<file path="config.mk">
export PLATFORM = sky130hd
export DESIGN_NAME = two_wire_master_receiver
export DESIGN_NICKNAME = d
export VERILOG_FILES = /design/src/two_wire_pkg.sv /design/src/quarter_tick.sv /design/src/two_wire_master_receiver.sv
export SDC_FILE = /design/constraint.sdc
export NUM_CORES = 1
export LEC_CHECK = 0
export BUFFER_PORTS_ARGS = -buffer_cell sky130_fd_sc_hd__buf_2
export CAP_MARGIN = 20
export CORE_UTILIZATION = 45
export CTS_CLUSTER_DIAMETER = 40
export DETAILED_ROUTE_END_ITERATION = 12
export PLACE_DENSITY = 0.68
export SLEW_MARGIN = 20
export SYNTH_ARGS = -nofsm -noshare
export SYNTH_HDL_FRONTEND = slang
export SYNTH_SLANG_ARGS = --single-unit
export TNS_END_PERCENT = 1
</file>
<file path="constraint.sdc">
create_clock -name hclk -period 4.25 [get_ports hclk]
set_input_delay 0.85 -clock hclk [delete_from_list [all_inputs] [get_ports hclk]]
set_output_delay 0.85 -clock hclk [all_outputs]
set_load 0.03 [all_outputs]
</file>
<file path="src/two_wire_pkg.sv">
// Shared constants for the two-wire master receiver block.
// Assumes a 100 MHz system clock and a single AHB-Lite slave port.
package two_wire_pkg;

  // Bus widths
  localparam int AW = 32;
  localparam int DW = 32;

  // Register byte offsets
  localparam logic [7:0] OFF_CONTROL = 8'h00;
  localparam logic [7:0] OFF_STATUS  = 8'h04;
  localparam logic [7:0] OFF_DATA    = 8'h08;
  localparam logic [7:0] OFF_RATE    = 8'h0C;

  // Control register bit positions
  localparam int B_FLAG = 7;
  localparam int B_ACK  = 6;
  localparam int B_STA  = 5;
  localparam int B_STO  = 4;
  localparam int B_WC   = 3;
  localparam int B_EN   = 2;
  localparam int B_IE   = 0;

  // Status register layout: code in [7:3], prescaler in [1:0]
  localparam int CODE_LSB = 3;

  // Status codes with prescaler bits at zero
  localparam logic [7:0] SC_START    = 8'h08;
  localparam logic [7:0] SC_RESTART  = 8'h10;
  localparam logic [7:0] SC_WADDR_AK = 8'h18;
  localparam logic [7:0] SC_WADDR_NK = 8'h20;
  localparam logic [7:0] SC_ARB_LOST = 8'h38;
  localparam logic [7:0] SC_RADDR_AK = 8'h40;
  localparam logic [7:0] SC_RADDR_NK = 8'h48;
  localparam logic [7:0] SC_RX_AK    = 8'h50;
  localparam logic [7:0] SC_RX_NK    = 8'h58;
  localparam logic [7:0] SC_IDLE     = 8'hF8;

  // Reset values
  localparam logic [7:0] CONTROL_RST = 8'h00;
  localparam logic [7:0] DATA_RST    = 8'hFF;
  localparam logic [1:0] PRESC_RST   = 2'h0;

  // Timing: default serial bit time, quarter-bit tick in clock cycles
  localparam int CLK_PERIOD_NS  = 10;
  localparam int BIT_TIME_NS    = 10000;
  localparam int QUARTER_CYCLES = BIT_TIME_NS / (4 * CLK_PERIOD_NS);
  localparam logic [7:0] RATE_RST = 8'(QUARTER_CYCLES - 1);

  // Serial engine states
  typedef enum logic [3:0] {
    S_IDLE   = 4'h0,
    S_START  = 4'h1,
    S_RSTART = 4'h2,
    S_ADDR   = 4'h3,
    S_AACK   = 4'h4,
    S_RX     = 4'h5,
    S_MACK   = 4'h6,
    S_STOP   = 4'h7,
    S_HOLD   = 4'h8
  } link_state_t;

endpackage : two_wire_pkg

</file>
<file path="src/quarter_tick.sv">
// Quarter-bit tick generator for the serial engine.
// Assumes period is stable while run is high.
`timescale 1ns/1ps
module quarter_tick #(
  parameter int W = 8
) (
  // Clock and reset
  input  wire logic         hclk,
  input  wire logic         hresetn,
  // Control
  input  wire logic         run,
  input  wire logic [W-1:0] period,
  // Tick out
  output logic              tick
);

  logic [W-1:0] count;

  // Tick once every period+1 cycles; restart when halted
  always_ff @(posedge hclk or negedge hresetn) begin
    if (!hresetn) begin
      count <= '0;
      tick  <= 1'b0;
    end else if (!run || count == period) begin
      count <= '0;
      tick  <= run;
    end else begin
      count <= count + 1'b1;
      tick  <= 1'b0;
    end
  end

endmodule : quarter_tick

</file>
<file path="src/two_wire_master_receiver.sv">
// Two-wire serial master receiver with an AHB-Lite register port.
// Assumes synchronous scl_in/sda_in and an external open-drain pad.
`timescale 1ns/1ps
module two_wire_master_receiver (
  // Clock and reset
  input  wire logic                        hclk,
  input  wire logic                        hresetn,
  // AHB-Lite slave
  input  wire logic                        hsel,
  input  wire logic [two_wire_pkg::AW-1:0] haddr,
  input  wire logic [1:0]                  htrans,
  input  wire logic                        hwrite,
  input  wire logic [2:0]                  hsize,
  input  wire logic [two_wire_pkg::DW-1:0] hwdata,
  input  wire logic                        hready,
  output logic                             hreadyout,
  output logic                             hresp,
  output logic      [two_wire_pkg::DW-1:0] hrdata,
  // Serial clock pin
  input  wire logic                        scl_in,
  output logic                             scl_out,
  output logic                             scl_oe,
  // Serial data pin
  input  wire logic                        sda_in,
  output logic                             sda_out,
  output logic                             sda_oe
);
  import two_wire_pkg::*;

  // Software-visible registers
  logic       flag;
  logic       ack_enable;
  logic       start_request;
  logic       stop_request;
  logic       write_collision_flag;
  logic       interface_enable;
  logic       event_interrupt_enable;
  logic [7:0] code;
  logic [1:0] presc;
  logic [7:0] bus_data;
  logic [7:0] rate;

  // Bus slave state
  logic       wr_pend;
  logic       rd_pend;
  logic [7:0] acc_addr;

  // Serial engine state
  link_state_t state;
  logic [1:0]  phase;
  logic [2:0]  bitn;
  logic [7:0]  shreg;
  logic        dir_read;
  logic        repeated;
  logic        smp;
  logic        ev;
  logic [7:0]  ev_code;
  logic        rx_done;
  logic        stop_done;

  // Bus monitor
  logic scl_q;
  logic sda_q;
  logic busy;

  // Register decode; hsize is ignored since only word accesses occur
  wire        addr_ok  = hsel & htrans[1] & hready;
  wire        ctrl_wr  = wr_pend & (acc_addr == OFF_CONTROL);
  wire        stat_wr  = wr_pend & (acc_addr == OFF_STATUS);
  wire        data_wr  = wr_pend & (acc_addr == OFF_DATA);
  wire        rate_wr  = wr_pend & (acc_addr == OFF_RATE);
  wire        flag_clr = ctrl_wr & hwdata[B_FLAG];
  wire [7:0]  ctrl_rd  = {flag, ack_enable, start_request, stop_request,
                          write_collision_flag, interface_enable, 1'b0,
                          event_interrupt_enable};
  wire [7:0]  stat_rd  = {code[7:CODE_LSB], 1'b0, presc};
  wire [7:0]  rd_mux   = (acc_addr == OFF_CONTROL) ? ctrl_rd  :
                         (acc_addr == OFF_STATUS)  ? stat_rd  :
                         (acc_addr == OFF_DATA)    ? bus_data :
                         (acc_addr == OFF_RATE)    ? rate     : 8'h00;

  // Bus monitor decode: start and stop seen by sampling both lines
  wire bus_start = scl_in & scl_q & sda_q & ~sda_in;
  wire bus_stop  = scl_in & scl_q & ~sda_q & sda_in;

  // Serial engine decode
  wire tick;
  wire in_bit   = (state != S_IDLE) && (state != S_HOLD);
  wire adv      = tick & in_bit & ((phase != 2'd2) | scl_in);  // Waits out clock stretch
  wire want_low = (state == S_START) | (state == S_STOP) |
                  ((state == S_ADDR) & ~shreg[7]) |
                  ((state == S_MACK) & ack_enable);
  wire lost     = ~sda_oe & ~sda_in & ((state == S_ADDR) | (state == S_MACK));
  wire go_start = interface_enable & start_request & ~flag & ~busy;

  quarter_tick #(
    .W (8)
  ) u_tick (
    .hclk    (hclk),
    .hresetn (hresetn),
    .run     (in_bit),
    .period  (rate),
    .tick    (tick)
  );

  // AHB-Lite slave: writes commit in the data phase, reads add one wait
  // state so a read right after a write sees the new value
  always_ff @(posedge hclk or negedge hresetn) begin
    if (!hresetn) begin
      wr_pend   <= 1'b0;
      rd_pend   <= 1'b0;
      acc_addr  <= 8'h00;
      hreadyout <= 1'b1;
      hresp     <= 1'b0;
      hrdata    <= 32'h0000_0000;
    end else begin
      wr_pend <= addr_ok & hwrite;
      rd_pend <= addr_ok & ~hwrite;
      hresp   <= 1'b0;                  // Always OKAY, unmapped reads give zero
      if (addr_ok) begin
        acc_addr <= (haddr[31:8] == 24'h00_0000) ? haddr[7:0] : 8'hFF;
      end
      if (addr_ok & ~hwrite) begin
        hreadyout <= 1'b0;
      end else if (rd_pend) begin
        hreadyout <= 1'b1;
        hrdata    <= {24'h00_0000, rd_mux};
      end
    end
  end

  // Flag: hardware set wins over a software clear in the same cycle
  always_ff @(posedge hclk or negedge hresetn) begin
    if (!hresetn) begin
      flag <= CONTROL_RST[B_FLAG];
      code <= SC_IDLE;
    end else begin
      if (ev) begin
        flag <= 1'b1;
        code <= ev_code;
      end else begin
        if (flag_clr) flag <= 1'b0;
        if (stop_done) code <= SC_IDLE;
      end
    end
  end

  // Control bits, prescaler, bit rate
  always_ff @(posedge hclk or negedge hresetn) begin
    if (!hresetn) begin
      ack_enable             <= CONTROL_RST[B_ACK];
      start_request          <= CONTROL_RST[B_STA];
      stop_request           <= CONTROL_RST[B_STO];
      interface_enable       <= CONTROL_RST[B_EN];
      event_interrupt_enable <= CONTROL_RST[B_IE];
      presc                  <= PRESC_RST;
      rate                   <= RATE_RST;
    end else begin
      if (ctrl_wr) begin
        ack_enable             <= hwdata[B_ACK];
        start_request          <= hwdata[B_STA];
        stop_request           <= hwdata[B_STO];
        interface_enable       <= hwdata[B_EN];
        event_interrupt_enable <= hwdata[B_IE];
      end else if (stop_done) begin
        stop_request <= 1'b0;
      end
      if (stat_wr) presc <= hwdata[1:0];
      if (rate_wr) rate <= hwdata[7:0];
    end
  end

  // Data register: software writes load only while the flag is set, else a collision; received bytes always load
  always_ff @(posedge hclk or negedge hresetn) begin
    if (!hresetn) begin
      bus_data             <= DATA_RST;
      write_collision_flag <= CONTROL_RST[B_WC];
    end else begin
      if (rx_done) begin
        bus_data <= shreg;
      end else if (data_wr & flag) begin
        bus_data <= hwdata[7:0];
      end
      if (data_wr) write_collision_flag <= ~flag;
    end
  end

  // Bus monitor: another master's start marks the bus busy until stop
  always_ff @(posedge hclk or negedge hresetn) begin
    if (!hresetn) begin
      scl_q <= 1'b1;
      sda_q <= 1'b1;
      busy  <= 1'b0;
    end else begin
      scl_q <= scl_in;
      sda_q <= sda_in;
      if (!interface_enable | bus_stop) begin
        busy <= 1'b0;
      end else if (bus_start) begin
        busy <= 1'b1;
      end
    end
  end

  // Serial engine. Each bit runs four quarter ticks: set data, release
  // clock, sample once the clock is high, pull clock low.
  always_ff @(posedge hclk or negedge hresetn) begin
    if (!hresetn) begin
      state     <= S_IDLE;
      phase     <= 2'd0;
      bitn      <= 3'd7;
      shreg     <= 8'h00;
      dir_read  <= 1'b0;
      repeated  <= 1'b0;
      smp       <= 1'b1;
      ev        <= 1'b0;
      ev_code   <= SC_IDLE;
      rx_done   <= 1'b0;
      stop_done <= 1'b0;
      scl_out   <= 1'b0;
      scl_oe    <= 1'b0;
      sda_out   <= 1'b0;
      sda_oe    <= 1'b0;
    end else begin
      ev        <= 1'b0;
      rx_done   <= 1'b0;
      stop_done <= 1'b0;
      scl_out   <= 1'b0;
      sda_out   <= 1'b0;
      if (!interface_enable) begin
        state    <= S_IDLE;
        phase    <= 2'd0;
        repeated <= 1'b0;
        scl_oe   <= 1'b0;
        sda_oe   <= 1'b0;
      end else begin
        case (state)
          S_IDLE: begin
            if (go_start) begin
              state <= S_START;
              phase <= 2'd0;
            end
          end
          S_HOLD: begin
            // Clock stays low from the last bit until the flag clears, except after lost arbitration, which releases it
            if (!flag && !ev) begin
              phase <= 2'd0;
              bitn  <= 3'd7;
              case (code)
                SC_START, SC_RESTART: begin
                  shreg    <= bus_data;
                  dir_read <= bus_data[0];
                  state    <= S_ADDR;
                end
                SC_RADDR_AK, SC_RX_AK: begin
                  state <= S_RX;
                end
                SC_ARB_LOST: begin
                  state    <= S_IDLE;
                  repeated <= 1'b0;
                end
                default: begin
                  // Stop first when both are set, start follows from idle
                  if (stop_request) begin
                    state <= S_STOP;
                  end else if (start_request) begin
                    state <= S_RSTART;
                  end
                end
              endcase
            end
          end
          default: begin
            if (adv) begin
              phase <= phase + 2'd1;
              case (phase)
                2'd0: begin
                  sda_oe <= want_low;
                end
                2'd1: begin
                  scl_oe <= 1'b0;
                end
                2'd2: begin
                  smp <= sda_in;
                  if (state == S_RX) shreg <= {shreg[6:0], sda_in};
                  if (lost) begin
                    // Another master won; let go of both lines at once
                    scl_oe  <= 1'b0;
                    sda_oe  <= 1'b0;
                    state   <= S_HOLD;
                    phase   <= 2'd0;
                    ev      <= 1'b1;
                    ev_code <= SC_ARB_LOST;
                  end
                end
                default: begin
                  if (state != S_RSTART && state != S_STOP) scl_oe <= 1'b1;
                  case (state)
                    S_START: begin
                      state    <= S_HOLD;
                      ev       <= 1'b1;
                      ev_code  <= repeated ? SC_RESTART : SC_START;
                      repeated <= 1'b1;
                    end
                    S_RSTART: begin
                      state <= S_START;
                    end
                    S_STOP: begin
                      sda_oe    <= 1'b0;
                      stop_done <= 1'b1;
                      repeated  <= 1'b0;
                      state     <= S_IDLE;
                    end
                    S_ADDR: begin
                      shreg <= {shreg[6:0], 1'b0};
                      bitn  <= bitn - 3'd1;
                      if (bitn == 3'd0) state <= S_AACK;
                    end
                    S_AACK: begin
                      state   <= S_HOLD;
                      ev      <= 1'b1;
                      ev_code <= dir_read ? (smp ? SC_RADDR_NK : SC_RADDR_AK)
                                          : (smp ? SC_WADDR_NK : SC_WADDR_AK);
                    end
                    S_RX: begin
                      bitn <= bitn - 3'd1;
                      if (bitn == 3'd0) state <= S_MACK;
                    end
                    S_MACK: begin
                      sda_oe  <= 1'b0;
                      rx_done <= 1'b1;
                      state   <= S_HOLD;
                      ev      <= 1'b1;
                      ev_code <= sda_oe ? SC_RX_AK : SC_RX_NK;
                    end
                    default: begin
                      state <= S_IDLE;
                    end
                  endcase
                end
              endcase
            end
          end
        endcase
      end
    end
  end

endmodule : two_wire_master_receiver

</file>
## Yosys cells after proc, flatten, opt, wreduce, memory -nomap -nowiden

Cells that the tools add are included.

- Add/sub/neg operators: 3
- Reductions and logical operators: 43
- Multiplexer cells: 93
- Eq/ne operators: 49
- Bitwise operators: 41

Operators by type and width:

| operator | number |
|---|---|
| 2-to-1 mux 8 bit | 16 |
| case mux 8 bit (2 select lines) | 3 |
| 2-to-1 mux 4 bit | 11 |
| 2-to-1 mux 1 bit | 38 |
| bitwise AND 1 bit | 24 |
| == test 8 x 4 -> 1 bit, second input constant | 3 |
| logical NOT 24 bit | 1 |
| case mux 8 bit (3 select lines) | 1 |
| AND reduction 6 bit | 3 |
| == test 4 x 3 -> 1 bit, second input constant | 4 |
| == test 8 x 7 -> 1 bit, second input constant | 2 |
| case mux 4 bit (2 select lines) | 2 |
| case mux 4 bit (4 select lines) | 1 |
| AND reduction 8 bit | 2 |
| nonzero test 2 bit | 8 |
| inequality test 2 bit, second input constant | 7 |
| 2-to-1 mux 2 bit | 6 |
| 2-to-1 mux 3 bit | 4 |
| inequality test 4 x 1 -> 1 bit, second input constant | 3 |
| inequality test 4 x 2 -> 1 bit, second input constant | 3 |
| inequality test 6 x 2 -> 1 bit, second input constant | 2 |
| case mux 4 bit (3 select lines) | 1 |
| OR reduction 2 bit | 6 |
| NOT 1 bit | 11 |
| 42 further kinds | 67 |

- Flip-flop bits (word level): 97
- Output and inout bits: 38
- Bits of input ports: 76
- Word-level logic and storage cells: 263

## Longest topological paths before layout

- Depth after elaboration: 8
- Gate-level depth with buffers: 8
- Mapped depth without buffers: 7

## By module

From an unflattened synthesis, not the netlist that was laid out.

- Cell total of the unflattened synthesis: 517
- Area total of the unflattened synthesis: 5236.3 µm²

Modules (own cells, without submodules):

| module | cells an instance | area each (µm²) | instances | seq. area each (µm²) |
|---|---|---|---|---|
| two_wire_master_receiver | 470 | 4710.8 | 1 | 2090.8 |
| quarter_tick | 47 | 525.5 | 1 | 225.2 |

## Least setup slack after synthesis

OpenSTA, ideal clock, no wires.

- Path type: input to register
- Start point: input sda_in
- End point: register state[0]
- Stages on the path: 6
- Data arrival time: 2.428 ns
- Path slack: 1.697 ns
- Setup time: 0.125 ns
- Buffers on the path: 1
- Data required time: 4.125 ns
- Cells stage by stage: or2_1 -> o41ai_2 -> a41oi_1 -> or4_1 -> buf_2 -> mux2_4

- Cells in the longest elaborated chain, start to end: 5

RTL lines:

| element | RTL line | text |
|---|---|---|
| start, declared | two_wire_master_receiver.sv:24 | `input wire logic sda_in,` |
| NOT 1 bit | two_wire_master_receiver.sv:93 | `wire lost = ~sda_oe & ~sda_in & ((state == S_ADDR) \| (state == S_MACK));` |
| bitwise AND 1 bit (2 in series) | two_wire_master_receiver.sv:93 |  |
| inequality test 5 x 3 -> 1 bit (no source line) | n/a |  |
| AND reduction 8 bit (no source line) | n/a |  |
| end signal, assigned | two_wire_master_receiver.sv:209 | `state <= S_IDLE;` |
| end signal, assigned | two_wire_master_receiver.sv:231 | `state <= S_IDLE;` |
| end signal, assigned | two_wire_master_receiver.sv:240 | `state <= S_START;` |
| end, declared | two_wire_master_receiver.sv:49 | `link_state_t state;` |

Every way passes these cells.
A chain may end at the register's enable or synchronous reset.

## Worst setup path after layout

- Start point: register state[1]
- End point: register state[0]

- Cells in the longest elaborated chain, start to end: 7
- Elaborated cells on any way between the ends: 30
- Classes of those cells: eq/ne (16); mux (5); bitwise (4); reduce/logical (5)

RTL lines:

| element | RTL line | text |
|---|---|---|
| == test 4 x 1 -> 1 bit (tied with other cells) | two_wire_master_receiver.sv:298 | `case (state)` |
| OR reduction 3 bit (no source line) | n/a |  |
| case mux 4 bit (4 select lines) | two_wire_master_receiver.sv:298 |  |
| case mux 4 bit (2 select lines) | two_wire_master_receiver.sv:276 | `case (phase)` |
| 2-to-1 mux 4 bit | two_wire_master_receiver.sv:274 | `if (adv) begin` |
| case mux 4 bit (2 select lines) | two_wire_master_receiver.sv:237 | `case (state)` |
| 2-to-1 mux 4 bit | two_wire_master_receiver.sv:230 | `if (!interface_enable) begin` |

Several ways; a longest one is shown, not always the timed one. The select of a mux whose other input is x is not followed.

==> run_results.csv <==
group,metric,value,unit
place,place_congestion,0.882,
run,drv_cap,0,
final_layout,synthToLayoutAreaGrowth,11.3,%
drt,drcViolationCount,0,
clocking,hold_buffers,0,
clocking,cts_sinks,91,
global_route,grt_start_max_net_pins,69,
clocking,root_buffer,"clkbuf_16",
final_layout,nets,643,
sta,fmax,401,MHz
clocking,htree_num_levels,3,
clocking,cts_tree,"done",
drt,dr_total_vias,3895,
final_layout,diodes,0,
clocking,cts_setup_buffers,0,
final_layout,n_fill_cell,997,
floorplanning,coreArea,10900,um^2
sta,worst_slew_margin_rel,0.440,
sta,rsz0062_at_grt,"false",
power,p_clk_frac,0.316,
sta,finalCriticalPeriod,2500,ps
yosys,yosys.area.top_type_share,0.296,
yosys,ys_top_cells_by_count,"dfrtp_1, nand2_1, nor2_1",
floorplanning,die_h,108,um
place,portBuffers,58,
yosys,synthDistinctLibCells,57,
clocking,path_clk_slew,70,ps
power,p_per_area,451,nW/um^2
sta,finalHoldViolCount,0,
power,p_total,2.54,mW
drt,ant_nets,0,
yosys,yosysWarnings,0,
sta,finalClockSkew,10.6,ps
yosys,ys_ff_latch,91,
drt,via_per_inst,5.54,
clocking,cts-buffers-inserted,9,
clocking,cts_resized,0,
final_layout,final_util,0.516,
power,p_leak,2.56,nW
sta,tightest_slew,841,ps
critical_path,critPathCaptureType,"register",
floorplanning,chipWidth,108,um
yosys,synth_area,5070,um^2
drt,firstDrtPassIters,5,
run_status,status,"finished, final reports clean",
yosys,ys_top_cells_by_area,"dfrtp_1, dfstp_2, mux2_2",
sta,tns,0,ps
critical_path,startpoint_type,"register",
global_route,track_usage,0.220,
sta,slew_violations,0,
final_layout,drive_gt1_frac,0.281,
drt,drt-total-wl,11.7,mm
yosys,syn_inst,513,
sta,min_period_over_period,0.587,
power,netSwitchingFraction,0.329,
drt,drt_iter0_markers,367,
clocking,worstSkewPairLatency,340,ps
yosys,synth_ff_type,"dfrtp_1",
floorplanning,io_pins,114,
critical_path,path_class,"register to register",
global_route,grt-ovfl-total,0,
place,dp.cells,687,
global_route,antenna_found_initial,0,
place,hpwl,8.65,mm
floorplanning,start_util,0.464,
critical_path,arrival,2720,ps
yosys,synth_async_sr_flop_share,1.00,
final_layout,final_cells,703,
global_route,grt_pass1_vias,3830,
critical_path,worstPathRequired,4470,ps
power,ir_worst_vdd,0.000204,V
yosys,seq_area_frac_synth,0.456,
critical_path,critPathMaxFanout,17,
global_route,grt_pass1_wl,19.7,mm
hold_path,worstHoldPathType,"register to register",
yosys,syn_area_per_cell,9.89,um^2
drt,wl_per_cell,16.6,um
power,seqPwrFrac,0.422,
power,netSwitchingPower,0.837,mW
clocking,clockBufferDepth,2,
floorplanning,dieArea,11700,um^2
yosys,synth_top_area_cell,"dfrtp_1",
floorplanning,fp-row-count,38,
power,p_int,1.71,mW
sta,setup_viol,0,
yosys,synth_edf_count,0,
power,comb_power_share,0.262,
==> placed cells by master, fill, tap and decap left out, types with 4 or more instances in the layout <==
| cell type | n |
|---|---|
| mux2i_1 | 18 |
| buf_2 | 57 |
| nor2_1 | 46 |
| nand2b_1 | 4 |
| mux2_2 | 39 |
| o22a_1 | 7 |
| nor4_1 | 11 |
| inv_1 | 11 |
| nand2_1 | 60 |
| nand3_1 | 15 |
| a31oi_1 | 5 |
| ha_1 | 9 |
| dfstp_2 | 31 |
| xor2_1 | 14 |
| clkbuf_16 | 9 |
| nor2b_1 | 8 |
| and3_1 | 6 |
| nor3_1 | 5 |
| a21oi_1 | 21 |
| o21ai_0 | 19 |
| conb_1 | 27 |
| a21o_1 | 5 |
| dfrtp_1 | 60 |
| a211oi_1 | 5 |
| xnor2_1 | 5 |
| buf_4 | 5 |
| a22oi_1 | 6 |
==> sequential cells by signal, indices dropped and copies added (netlist names), 2 cells and up <==
register and count:
acc_addr 8, bitn 3, bus_data 8, code 5
ev_code 5, hrdata 8, phase 2, presc 2
rate 8, shreg 8, state 4, u_tick.count 8
==> power groups by stage <==
stage / clock (mW) / combinational [mW] / sequential, mW
floorplan: 0 / 0.523 / 1.06
global placement: 0 / 0.646 / 1.08
detailed placement: 0 / 0.662 / 1.09
CTS: 0.818 / 0.664 / 1.07
global route: 0.855 / 0.743 / 1.09
finish: 0.803 / 0.666 / 1.07
==> final cells by class <==
class                           instances  area, um^2  area share
Multi-Input combinational cell        383        2500       0.442
Sequential cell                        91        2320       0.410
Timing Repair Buffer                   62         323      0.0572
Clock buffer                           13         250      0.0443
Tap cell                              140         175      0.0310
Clock inverter                          3        46.3     0.00820
Inverter                               11        41.3     0.00731
==> per-stage QoR <==
step	worst slack [ps]	area, um^2	hold WS, ps
3_5_place_dp	1420	5350	466
2_1_floorplan	1700	5170	423
4_1_cts	1760	5650	484
3_3_place_gp	1470	5350	460
6_report	1750	5650	478
5_1_grt	1610	5650	494
==> critical path, cell delays in order, from the launching register on <==
cell      delay (ps)
dfrtp_1          700
nand2b_1         150
o41ai_2          340
a41oi_1          180
or4_1            680
mux2_4           340
==> per-layer routing <==
metal  share of wire  vias to the layer above  GRT usage  wire [um]
li1                -                     1837          -          -
met1            0.45                     1915      0.307       5250
met2            0.49                      127      0.354       5680
met3           0.047                       16     0.0241        555
met4           0.018                        0     0.0744        212
met5               0                        -          0          0
==> final timing paths <==
| path | startpoint | end | slack [ps] | depth (start not counted) |
|---|---|---|---|---|
| min reg2reg | hrdata[2] | hrdata[2] | 480 | 2 |
| max in group asynchronous | hresetn | rate[6] | 2750 | 2 |
| min | hrdata[2] | hrdata[2] | 480 | 2 |
| min in group asynchronous | hresetn | acc_addr[5] | 610 | 1 |
| max reg2reg | state[1] | state[0] | 1750 | 5 |
| max | state[1] | state[0] | 1750 | 5 |
==> kinds of logic after synthesis <==
family                     share of synthesized area
buffers and inverters                         0.0710
AOI/OAI and AO/OA                              0.111
adders and majority gates                     0.0222
xor gates and xnor gates                      0.0328
DFF                                            0.456
muxes                                          0.128
other                                       0.000739
and+or+nand+nor                                0.178
Power figures use the tool's default switching activity.
